### src/logic/nsg_map.svh
// Register offsets, field positions, reset values and counts of the noise seeded generator.
`ifndef NSG_MAP_SVH
`define NSG_MAP_SVH
`define NSG_ADDR_W 8
`define NSG_CTRL_OFF 8'h00
`define NSG_STAT_OFF 8'h04
`define NSG_DATA_OFF 8'h08
`define NSG_CTRL_IE_BIT 3
`define NSG_CTRL_EN_BIT 2
`define NSG_STAT_SFLAG_BIT 6
`define NSG_STAT_CFLAG_BIT 5
`define NSG_STAT_SNOW_BIT 2
`define NSG_STAT_CNOW_BIT 1
`define NSG_STAT_RDY_BIT 0
`define NSG_CTRL_RESET 1'b0
`define NSG_DATA_RESET 32'h00000000
`define NSG_LFSR_RESET 32'h00000001
`define NSG_LFSR_TAPS 32'h80200003
`define NSG_CLK_RATIO 16
`define NSG_SAME_RUN 64
`define NSG_ALT_PAIRS 32
`define NSG_SEED_BITS 40
`define NSG_RESP_OKAY 2'h0
`define NSG_RESP_SLVERR 2'h2
`endif

### src/logic/nsg_pkg.sv
// Types shared by the noise seeded random generator modules.
package nsg_pkg;
    typedef logic [1:0] nsg_resp_t;
    typedef logic [6:0] nsg_run_t;

    typedef struct packed {
        logic prev;
        nsg_run_t same_cnt;
        nsg_run_t alt_cnt;
        logic fault;
    } nsg_mon_s;

    typedef struct packed {
        logic ie;
        logic en;
        logic [31:0] data;
        logic rdy;
        logic sflag;
        logic cflag;
        logic cnow;
        logic [31:0] lfsr;
        logic [5:0] seed_cnt;
        logic [4:0] gap_cnt;
        logic gclk_s1;
        logic gclk_s2;
        logic gclk_prev;
        logic seed_s1;
        logic seed_s2;
        logic aw_v;
        logic [7:0] aw_addr;
        logic w_v;
        logic [31:0] w_data;
        logic [3:0] w_strb;
        logic bvalid;
        nsg_resp_t bresp;
        logic rvalid;
        logic [31:0] rdata;
        nsg_resp_t rresp;
    } nsg_top_s;
endpackage

### src/logic/nsg_seed_monitor.sv
// Seed health monitor: flags stuck or purely alternating noise seed runs.
`timescale 1ns/1ps
`include "nsg_map.svh"

module nsg_seed_monitor import nsg_pkg::*; #(
    parameter int SAME_RUN = `NSG_SAME_RUN,
    parameter int ALT_PAIRS = `NSG_ALT_PAIRS
) (
    input wire logic clock,
    input wire logic rstn,
    input wire logic run,
    input wire logic tick,
    input wire logic seed,
    output logic fault
);
    localparam nsg_run_t SAME_LIM = nsg_run_t'(SAME_RUN);
    localparam nsg_run_t ALT_LIM = nsg_run_t'(2 * ALT_PAIRS);

    nsg_mon_s cur_r;
    nsg_mon_s cur_nxt;

    ////////////////////////////////////////////////////////////////////////////////
    // Run counters are sampled once per generator clock edge.
    always_comb begin
        cur_nxt = cur_r;
        if (!run) begin
            cur_nxt.same_cnt = '0;
            cur_nxt.alt_cnt = '0;
            cur_nxt.fault = 1'b0;
        end else if (tick) begin
            cur_nxt.prev = seed;
            if (seed == cur_r.prev) begin
                if (cur_r.same_cnt != '1) begin
                    cur_nxt.same_cnt = nsg_run_t'(cur_r.same_cnt + 7'h01);
                end
                cur_nxt.alt_cnt = '0;
            end else begin
                if (cur_r.alt_cnt != '1) begin
                    cur_nxt.alt_cnt = nsg_run_t'(cur_r.alt_cnt + 7'h01);
                end
                cur_nxt.same_cnt = '0;
            end
            // The live fault drops as soon as the pattern breaks.
            cur_nxt.fault = (cur_nxt.same_cnt >= SAME_LIM) || (cur_nxt.alt_cnt > ALT_LIM);
        end
    end

    always_ff @(posedge clock) begin
        if (!rstn) begin
            cur_r <= '0;
        end else begin
            cur_r <= cur_nxt;
        end
    end

    assign fault = cur_r.fault;
endmodule

### src/logic/nsg_random_top.sv
// Noise seeded random generator with AXI4-Lite register access.
`timescale 1ns/1ps
`include "nsg_map.svh"

// Function
// - Noise seed bits shift into a 32-bit LFSR.
// - The LFSR advances only on generator clock edges.
// - The LFSR word loads into the data register after enough seed bits.
// - Seed and generator clock are watched only while the generator is enabled; faults set status bits.
// - Interrupt enable at control bit 3 gates ready, seed fault and clock fault.
// - Generator enable at control bit 2 turns the generator on.
// - Generator clock slower than 1/16 bus clock sets live and sticky clock fault.
// - A clock fault leaves the held random value intact.
// - Seed stuck through 64 periods, or toggling every period through 65 periods, is a seed fault.
// - Sticky seed fault at status bit 6; writing 0 clears it.
// - Sticky clock fault at status bit 5; only writing 0 clears it.
// - Live seed fault at status bit 2 follows the present seed state.
// - Live clock fault at status bit 1 follows the present clock ratio.
// - Ready at status bit 0 sets on load and clears on data read.
// - About 40 generator clock periods pass between two values.
module nsg_random_top import nsg_pkg::*; #(
    parameter int SEED_BITS = `NSG_SEED_BITS,
    parameter int CLK_RATIO = `NSG_CLK_RATIO
) (
    input wire logic clock,
    input wire logic rstn,
    input wire logic [`NSG_ADDR_W-1:0] s_axi_awaddr,
    input wire logic s_axi_awvalid,
    output logic s_axi_awready,
    input wire logic [31:0] s_axi_wdata,
    input wire logic [3:0] s_axi_wstrb,
    input wire logic s_axi_wvalid,
    output logic s_axi_wready,
    output logic [1:0] s_axi_bresp,
    output logic s_axi_bvalid,
    input wire logic s_axi_bready,
    input wire logic [`NSG_ADDR_W-1:0] s_axi_araddr,
    input wire logic s_axi_arvalid,
    output logic s_axi_arready,
    output logic [31:0] s_axi_rdata,
    output logic [1:0] s_axi_rresp,
    output logic s_axi_rvalid,
    input wire logic s_axi_rready,
    input wire logic noise_gen_clock,
    input wire logic noise_seed,
    output logic interrupt_request
);
    localparam logic [5:0] SEED_LAST = 6'(SEED_BITS - 1);
    localparam logic [4:0] RATIO_LIM = 5'(CLK_RATIO);
    localparam logic [5:0] CTRL_IDX = 6'(`NSG_CTRL_OFF >> 2);
    localparam logic [5:0] STAT_IDX = 6'(`NSG_STAT_OFF >> 2);
    localparam logic [5:0] DATA_IDX = 6'(`NSG_DATA_OFF >> 2);

    nsg_top_s cur_r;
    nsg_top_s cur_nxt;
    logic tick;
    logic seed_now;
    logic load;
    logic [31:0] lfsr_next;
    logic wr_go;
    logic rd_go;
    logic stat_wr;
    logic data_rd;

    ////////////////////////////////////////////////////////////////////////////////
    // Generator clock edge as a one-cycle enable after the two-stage synchroniser.
    assign tick = cur_r.gclk_s2 && !cur_r.gclk_prev;
    assign lfsr_next = {cur_r.lfsr[30:0], (^(cur_r.lfsr & `NSG_LFSR_TAPS)) ^ cur_r.seed_s2};
    // Loads wait for a healthy clock and seed so a faulty run never replaces the held value.
    assign load = cur_r.en && tick && cur_r.seed_cnt == SEED_LAST && !cur_r.cnow
                  && !seed_now && !cur_r.sflag;

    assign wr_go = cur_r.aw_v && cur_r.w_v && !cur_r.bvalid;
    assign rd_go = s_axi_arvalid && !cur_r.rvalid;
    assign stat_wr = wr_go && cur_r.aw_addr[7:2] == STAT_IDX && cur_r.w_strb[0];
    assign data_rd = rd_go && s_axi_araddr[7:2] == DATA_IDX;

    nsg_seed_monitor #(
        .SAME_RUN(`NSG_SAME_RUN),
        .ALT_PAIRS(`NSG_ALT_PAIRS)
    ) u_seed_monitor (
        .clock(clock),
        .rstn(rstn),
        .run(cur_r.en),
        .tick(tick),
        .seed(cur_r.seed_s2),
        .fault(seed_now)
    );

    ////////////////////////////////////////////////////////////////////////////////
    always_comb begin
        cur_nxt = cur_r;
        cur_nxt.gclk_s1 = noise_gen_clock;
        cur_nxt.gclk_s2 = cur_r.gclk_s1;
        cur_nxt.gclk_prev = cur_r.gclk_s2;
        cur_nxt.seed_s1 = noise_seed;
        cur_nxt.seed_s2 = cur_r.seed_s1;

        // Generator core.
        if (!cur_r.en) begin
            cur_nxt.seed_cnt = '0;
            cur_nxt.gap_cnt = '0;
            cur_nxt.cnow = 1'b0;
        end else begin
            if (tick) begin
                cur_nxt.lfsr = lfsr_next;
                cur_nxt.seed_cnt = (cur_r.seed_cnt == SEED_LAST) ? 6'h00
                                   : 6'(cur_r.seed_cnt + 6'h01);
                cur_nxt.gap_cnt = '0;
                if (cur_r.gap_cnt < RATIO_LIM) begin
                    cur_nxt.cnow = 1'b0;
                end
            end else begin
                if (cur_r.gap_cnt != '1) begin
                    cur_nxt.gap_cnt = 5'(cur_r.gap_cnt + 5'h01);
                end
                if (cur_r.gap_cnt >= RATIO_LIM) begin
                    cur_nxt.cnow = 1'b1;
                end
            end
        end

        // Register writes; clears come first so a hardware set in the same cycle wins.
        cur_nxt.aw_v = cur_r.aw_v || s_axi_awvalid;
        if (s_axi_awvalid && !cur_r.aw_v) begin
            cur_nxt.aw_addr = s_axi_awaddr;
        end
        cur_nxt.w_v = cur_r.w_v || s_axi_wvalid;
        if (s_axi_wvalid && !cur_r.w_v) begin
            cur_nxt.w_data = s_axi_wdata;
            cur_nxt.w_strb = s_axi_wstrb;
        end
        if (s_axi_bvalid && s_axi_bready) begin
            cur_nxt.bvalid = 1'b0;
        end
        if (wr_go) begin
            cur_nxt.aw_v = 1'b0;
            cur_nxt.w_v = 1'b0;
            cur_nxt.bvalid = 1'b1;
            cur_nxt.bresp = `NSG_RESP_SLVERR;
            if (cur_r.aw_addr[7:2] == CTRL_IDX) begin
                cur_nxt.bresp = `NSG_RESP_OKAY;
                if (cur_r.w_strb[0]) begin
                    cur_nxt.ie = cur_r.w_data[`NSG_CTRL_IE_BIT];
                    cur_nxt.en = cur_r.w_data[`NSG_CTRL_EN_BIT];
                end
            end else if (cur_r.aw_addr[7:2] == STAT_IDX) begin
                cur_nxt.bresp = `NSG_RESP_OKAY;
            end
        end
        if (stat_wr && !cur_r.w_data[`NSG_STAT_SFLAG_BIT]) begin
            cur_nxt.sflag = 1'b0;
        end
        if (stat_wr && !cur_r.w_data[`NSG_STAT_CFLAG_BIT]) begin
            cur_nxt.cflag = 1'b0;
        end

        // Register reads; reading the data word consumes the ready bit.
        if (s_axi_rvalid && s_axi_rready) begin
            cur_nxt.rvalid = 1'b0;
        end
        if (rd_go) begin
            cur_nxt.rvalid = 1'b1;
            cur_nxt.rresp = `NSG_RESP_OKAY;
            cur_nxt.rdata = '0;
            case (s_axi_araddr[7:2])
                CTRL_IDX: begin
                    cur_nxt.rdata[`NSG_CTRL_IE_BIT] = cur_r.ie;
                    cur_nxt.rdata[`NSG_CTRL_EN_BIT] = cur_r.en;
                end
                STAT_IDX: begin
                    cur_nxt.rdata[`NSG_STAT_SFLAG_BIT] = cur_r.sflag;
                    cur_nxt.rdata[`NSG_STAT_CFLAG_BIT] = cur_r.cflag;
                    cur_nxt.rdata[`NSG_STAT_SNOW_BIT] = seed_now;
                    cur_nxt.rdata[`NSG_STAT_CNOW_BIT] = cur_r.cnow;
                    cur_nxt.rdata[`NSG_STAT_RDY_BIT] = cur_r.rdy;
                end
                DATA_IDX: begin
                    cur_nxt.rdata = cur_r.data;
                end
                default: begin
                    cur_nxt.rresp = `NSG_RESP_SLVERR;
                end
            endcase
        end
        if (data_rd) begin
            cur_nxt.rdy = 1'b0;
        end

        // Hardware sets.
        if (seed_now) begin
            cur_nxt.sflag = 1'b1;
        end
        if (cur_r.cnow) begin
            cur_nxt.cflag = 1'b1;
        end
        if (load) begin
            cur_nxt.data = lfsr_next;
            cur_nxt.rdy = 1'b1;
        end
    end

    always_ff @(posedge clock) begin
        if (!rstn) begin
            cur_r <= '0;
            cur_r.ie <= `NSG_CTRL_RESET;
            cur_r.en <= `NSG_CTRL_RESET;
            cur_r.data <= `NSG_DATA_RESET;
            cur_r.lfsr <= `NSG_LFSR_RESET;
        end else begin
            cur_r <= cur_nxt;
        end
    end

    ////////////////////////////////////////////////////////////////////////////////
    assign s_axi_awready = !cur_r.aw_v;
    assign s_axi_wready = !cur_r.w_v;
    assign s_axi_bvalid = cur_r.bvalid;
    assign s_axi_bresp = cur_r.bresp;
    assign s_axi_arready = !cur_r.rvalid;
    assign s_axi_rvalid = cur_r.rvalid;
    assign s_axi_rdata = cur_r.rdata;
    assign s_axi_rresp = cur_r.rresp;
    assign interrupt_request = cur_r.ie && (cur_r.rdy || cur_r.sflag || cur_r.cflag);
endmodule

### config.mk
export PLATFORM = sky130hd
export DESIGN_NAME = nsg_random_top
export DESIGN_NICKNAME = d
export VERILOG_FILES = /design/src/logic/nsg_pkg.sv /design/src/logic/nsg_seed_monitor.sv /design/src/logic/nsg_random_top.sv
export VERILOG_INCLUDE_DIRS = /design/src /design/src/logic
export SDC_FILE = /design/constraint.sdc
export NUM_CORES = 1
export LEC_CHECK = 0
export CAP_MARGIN = 15
export CORE_MARGIN = 1
export CORE_UTILIZATION = 62
export DETAILED_ROUTE_END_ITERATION = 8
export DONT_BUFFER_PORTS = 1
export PLACE_DENSITY_LB_ADDON = 0.1
export SLEW_MARGIN = 20
export SYNTH_ARGS = -nofsm -noshare
export SYNTH_HDL_FRONTEND = slang
export SYNTH_HIERARCHICAL = 1
export SYNTH_SLANG_ARGS = --single-unit
export TNS_END_PERCENT = 30
### constraint.sdc
create_clock -name clock -period 1.95 [get_ports clock]
set_input_delay 0.585 -clock clock [delete_from_list [all_inputs] [get_ports clock]]
set_output_delay 0.585 -clock clock [all_outputs]
set_load 0.05 [all_outputs]
**Yosys cells after proc, flatten, opt, wreduce, memory -nomap -nowiden**

Cells that the tools add are included.

- Bits in read-only memories: 0
- Output and inout bits: 42
- Bits of input ports: 61
- Word-level logic and storage cells: 127
- Bits in latches: 0
- Memory bits (writable): 0
- Register bits after elaboration: 158
- Memories kept: 0

- Shift operators: 0
- Divide/modulo/power cells: 0
- Add/sub/neg operators: 4
- Equal/unequal tests: 9
- Bitwise logic cells: 3
- Reduce and logical (&&, ||, !) cells: 50
- Order comparisons: 4
- Multiplexer cells: 28
- $mul: 0

Operators with widths:

| operator | count |
|---|---|
| 2-to-1 mux 14 bit | 3 |
| 2-to-1 mux 35 bit | 1 |
| parity 32 bit | 1 |
| 2-to-1 mux 25 bit | 1 |
| logical AND 1 bit | 19 |
| adder 7 x 1 -> 7 bit, second input constant | 2 |
| 2-to-1 mux 7 bit | 2 |
| inequality test 7 bit, second input constant | 2 |
| == test 6 x 1 -> 1 bit, second input constant | 2 |
| zero test 6 bit | 2 |
| 2-to-1 mux 1 bit | 12 |
| nonzero test 2 bit | 6 |
| zero test 1 bit | 10 |
| one-hot mux 2 bit (2 select lines) | 2 |
| greater-or-equal comparator 7 bit, second input constant | 1 |
| greater-than comparator 7 bit, second input constant | 1 |
| adder 6 x 1 -> 6 bit, second input constant | 1 |
| == test 6 x 2 -> 1 bit, second input constant | 1 |
| == test 6 bit, second input constant | 1 |
| 2-to-1 mux 2 bit | 3 |
| 2-to-1 mux 6 bit | 1 |
| AND reduction 2 bit | 3 |
| OR reduction 3 bit | 2 |
| adder 5 x 1 -> 5 bit, second input constant | 1 |
| 13 further kinds | 18 |

**Depth between registers and ports, before layout**

- Depth after elaboration: 8
- Mapped depth: 8
- Mapped depth without buffers: 7

**Hierarchy**

The synthesis kept the hierarchy.

By module, submodules not included:

| module | sequential area each (µm²) | cells each | instances | area an instance (µm²) |
|---|---|---|---|---|
| nsg_random_top | 2702.6 | 568 | 1 | 5527.8 |
| nsg_seed_monitor | 320.3 | 98 | 1 | 822.0 |

**Worst setup path after synthesis**

No wires, ideal clock.

- Kind: input -> register
- Start: in s_axi_araddr[5]
- End: reg cur_r, in the netlist s_axi_rdata[19]
- Setup slack: 117 ps
- Buffers on the path: 1
- Arrival time: 1768 ps
- Library setup time: 65 ps
- Data required time: 1885 ps
- Stages: 5
- Path through: or4_4 -> nor3_4 -> buf_6 -> a22oi_1 -> nor2b_1

- Word-level cells in the longest chain between the ends: 2

RTL lines:

| element | RTL line | source |
|---|---|---|
| start, declared | nsg_random_top.sv:37 | `` input wire logic [`NSG_ADDR_W-1:0] s_axi_araddr, `` |
| == test 6 x 2 -> 1 bit | nsg_random_top.sv:166 | `case (s_axi_araddr[7:2])` |
| 2-to-1 mux 25 bit | nsg_random_top.sv:166 |  |
| end signal, assigned | nsg_random_top.sv:211 | `cur_r <= cur_nxt;` |
| end, declared | nsg_random_top.sv:54 | `nsg_top_s cur_r;` |

No other way between the ends.
A chain may end at the register's enable or synchronous reset.

**Worst setup path in the final report**

- Start: reg cur_r[134] in the netlist's numbering
- End: out interrupt_request

- Word-level cells in the longest chain between the ends: 3

RTL lines:

| element | RTL line | source |
|---|---|---|
| logical OR 1 bit (2 in series) | nsg_random_top.sv:224 | `assign interrupt_request = cur_r.ie && (cur_r.rdy \|\| cur_r.sflag \|\| cur_r.cflag);` |
| logical AND 1 bit | nsg_random_top.sv:224 |  |
| end, declared | nsg_random_top.sv:46 | `output logic interrupt_request` |

No other way between the ends.

==> results.md <==
* Final #Nets at 697
* Clock latency on the worst-skew pair at 0.52 ns
* EDFF count, synth at 0
* Placed cells at 745
* Buffers added on ports at 0
* Die Span X at 103 um
* Total wire length at 11400 um
* Chip Height at 103 um
* Avg Synthesized Cell Area at 9.53 um^2
* Final Instance Count excl. Fillers at 775
* Top cells by area, synth: dfxtp_1 48%, mux2i_1 8.0%, nor2b_1 7.8%, nand2_1 5.4%, buf_4 4.7%
* Post-route cell area at 6870 um^2
* Register Area at 3020 um^2
* Boundary pin count at 103
* Adder-cell share of the synthesized area at 1.16%
* Area of the multi-input gates at 2880 um^2
* GRT overflow at 0
* Syn Std Cell Area at 6350 um^2
* CTS clk-pin slew, worst paths at 0.06 ns
* Placed instance area at 6250 um^2
* CP Class: register to output port
* R2R depth at 6
* Min Clock Period, post-route at 1.89 ns
* Critical path endpoint category: output port
* Clock Skews at 0.00500 ns
* Top cell type's share of synthesized area at 47.6%
* CP bufs+invs at 0
* Synth Area in Compound Gates at 12.7%
* Hold Vio Cnt, Final at 0
* First-pass GRT wire length at 18500 um
* Vias in the first global route at 3979
* DRT Pass-1 Iters at 4
* Crit path capture: interrupt_request
* Share of cells above drive strength 1 at 9.19%
* Post-synthesis mux area share at 8.04%
* Post-route ant nets at 0
* Starting DRT DRC Count at 204
* Setup ws final at 0.0598 ns
* Status: finished, final reports clean
* Via count at 4294
* Count of hold-fix buffers inserted at cts at 0
* Critical path fanouts, max at 4
* Worst hold path class: input pin to register
* DR vias/cell at 5.54
* Area delta synth->final at 8.16%
* Crit path required time at 1.36 ns
* Critical Path Stages at 1
* CTS max path bufs at 2
* Synth warn at 6
* Max Fclk at 529 MHz
* Routed WL per cell at 14.7 um
* CP Data Arrival Time at 1.31 ns
* Register area share after synthesis at 47.6%
* Clk Tree Root Cell: clkbuf_8
* Synth Area in Simple Gates at 20.7%
* Ant. Diodes at 0
* CTS buffer count at 17
* Post-synth ARST share at 0%
* Clock sinks at 151
* Slowest CP cell: o31a_4
* Pins Over Slew Limit at 0
* Final GP Congestion at 0.777
* Setup crit start: cur_r[134]$_SDFFE_PN0P_
* Row Count at 36
* Die footprint at 10700 um^2
* WHS at 0.192 ns
* Core Area at 9860 um^2
* CTS H-tree lvls at 4
* R2R setup slack at 0.16 ns
* DRC viols at 0
* Max Cap Violations at 0
* Crit-path leading delay family: compound AO/OA/AOI/OAI gates
* CP Launch Type: register
* Leak pwr at 0.00264 uW
* Cell variety after synth at 56
* CP peak stage delay at 0.43 ns
* Initial antenna violation count at 0
* RR Startpoint: u_seed_monitor/cur_r[2]$_SDFFE_PN0P_
* Post-DP HPWL at 7120 um
* Peak VDD IR at 0.597 mV
* Endpoints failing setup at 0
* Combinational family with the most area after synthesis: simple AND/OR/NAND/NOR gates
* Yosys top cell by area: dfxtp_1
* Synth Instances at 666
* RR Endpoint: u_seed_monitor/fault$_SDFFE_PN0P_
* Top FF cell, synth: dfxtp_1
* Pin count of the biggest net entering global routing at 129
* Pre-CTS WS at 0.0554 ns
* Synth Area in XOR/XNOR at 2.56%
* Initial Utilization at 64.4%
* Synth Register Bits at 151
* Final worst path period share at 96.9%
* PD cells at 978 nW/um^2
* Max-slew headroom at 61.4%
* CP Cell Sequence: o31a_4
* Total global-route track usage at 22.7%
* Filler cell count at 745
* Slew @ Worst Pin at 0.579 ns
* TritonCTS clock tree: done
cells by family after synthesis:
| family | after synthesis |
|---|---|
| xor gates and xnor gates | 17 |
| adders and majority gates | 6 |
| DFF | 151 |
| and+or+nand+nor | 252 |
| other | 1 |
| buffers and inverters | 76 |
| AOI/OAI and AO/OA | 112 |
| muxes | 51 |
report_power, final:
part	switching [uW]	total, uW	internal (uW)	leakage [uW]
clock	1210	3370	2170	0.000297
combinational	110	196	86.5	0.00113
sequential	32.5	3150	3110	0.00122
total	1350	6720	5370	0.00264
cells in the final DEF, fill, tap and decap left out, types with 6 or more instances in the layout:
cell type    n
a21oi_1     14
nand2_1     91
a21boi_0    29
and2_1      11
buf_4       12
nor2b_1     79
clkbuf_16   16
xor2_1      13
a22oi_1     28
o21ai_0     13
nand4_1      6
dfxtp_1    151
nand3_1      7
mux2i_1     51
nor2_1      31
layer usage:
layer  part of all wire [%]  GRT usage (%)
met1                     47           27.3
met2                     46           37.6
met3                    5.7           8.80
met4                    1.0           6.83
met5                      0              0
metrics by stage:
stage | TNS [ns] | utilization (%) | total power [uW]
2_1_floorplan | 0 | - | 3400
3_3_place_gp | 0 | 63.4 | 3410
3_5_place_dp | 0 | 63.4 | 3410
4_1_cts | 0 | 69.5 | 6770
5_1_grt | -0.00195 | 69.6 | 6930
6_report | 0 | 69.6 | 6720
registers in the layout, indices dropped and copies added (netlist names):
register	count
s_axi_rvalid	1
u_seed_monitor/cur_r	15
s_axi_rresp	1
cur_nxt	3
s_axi_rdata	32
s_axi_bresp	1
cur_r	96
u_seed_monitor/fault	1
s_axi_bvalid	1
worst min-delay path by stage:
stage / from / endpoint / slack [ns] / depth (start not counted)
2_1_floorplan: cur_nxt[87]$_SDFF_PN0_ / cur_nxt[86]$_SDFF_PN0_ / 0.41 / 1
3_3_place_gp: cur_nxt[87]$_SDFF_PN0_ / cur_nxt[86]$_SDFF_PN0_ / 0.41 / 1
3_5_place_dp: cur_nxt[87]$_SDFF_PN0_ / cur_nxt[86]$_SDFF_PN0_ / 0.43 / 1
4_1_cts: rstn / cur_r[100]$_SDFFE_PN1N_ / 0.15 / 1
5_1_grt: noise_seed / cur_nxt[84]$_SDFF_PN0_ / 0.16 / 1
6_report: rstn / cur_r[100]$_SDFFE_PN1N_ / 0.19 / 1
cells in the mapped netlist, types with 2 or more instances:
cell,number
dfxtp_1,151
nand2_1,91
nor2b_1,79
mux2i_1,51
buf_4,40
nor2_1,31
a21boi_0,29
a22oi_1,28
clkbuf_1,20
a21oi_1,14
o21ai_0,13
xor2_1,13
and2_1,11
nand3_1,7
buf_2,6
nand4_1,6
and3_1,5
ha_1,5
a211oi_1,4
a21boi_1,4
inv_1,4
nand2b_1,4
nor3_1,4
a22oi_2,3
xnor2_1,3
a41oi_1,2
and3_2,2
buf_1,2
buf_6,2
nand4b_1,2
nor3b_1,2
o211a_1,2
o21a_1,2
o2bb2ai_1,2
repair_timing:
action | 4_1_cts | 5_1_grt
resized for setup | 1 | 1
setup buffers | 0 | 0
endpoints found under the setup margin | 1 | 1
area by class of cell:
cell class / instances / area share, %
flip-flops and latches: 151 / 44.0
multi-input cells: 440 / 41.9
clock buffers: 22 / 6.74
repair buffers: 16 / 2.48
well taps: 133 / 2.42
clock inverters: 8 / 2.13
inverters: 5 / 0.273
(Power assumes the default switching activity.)
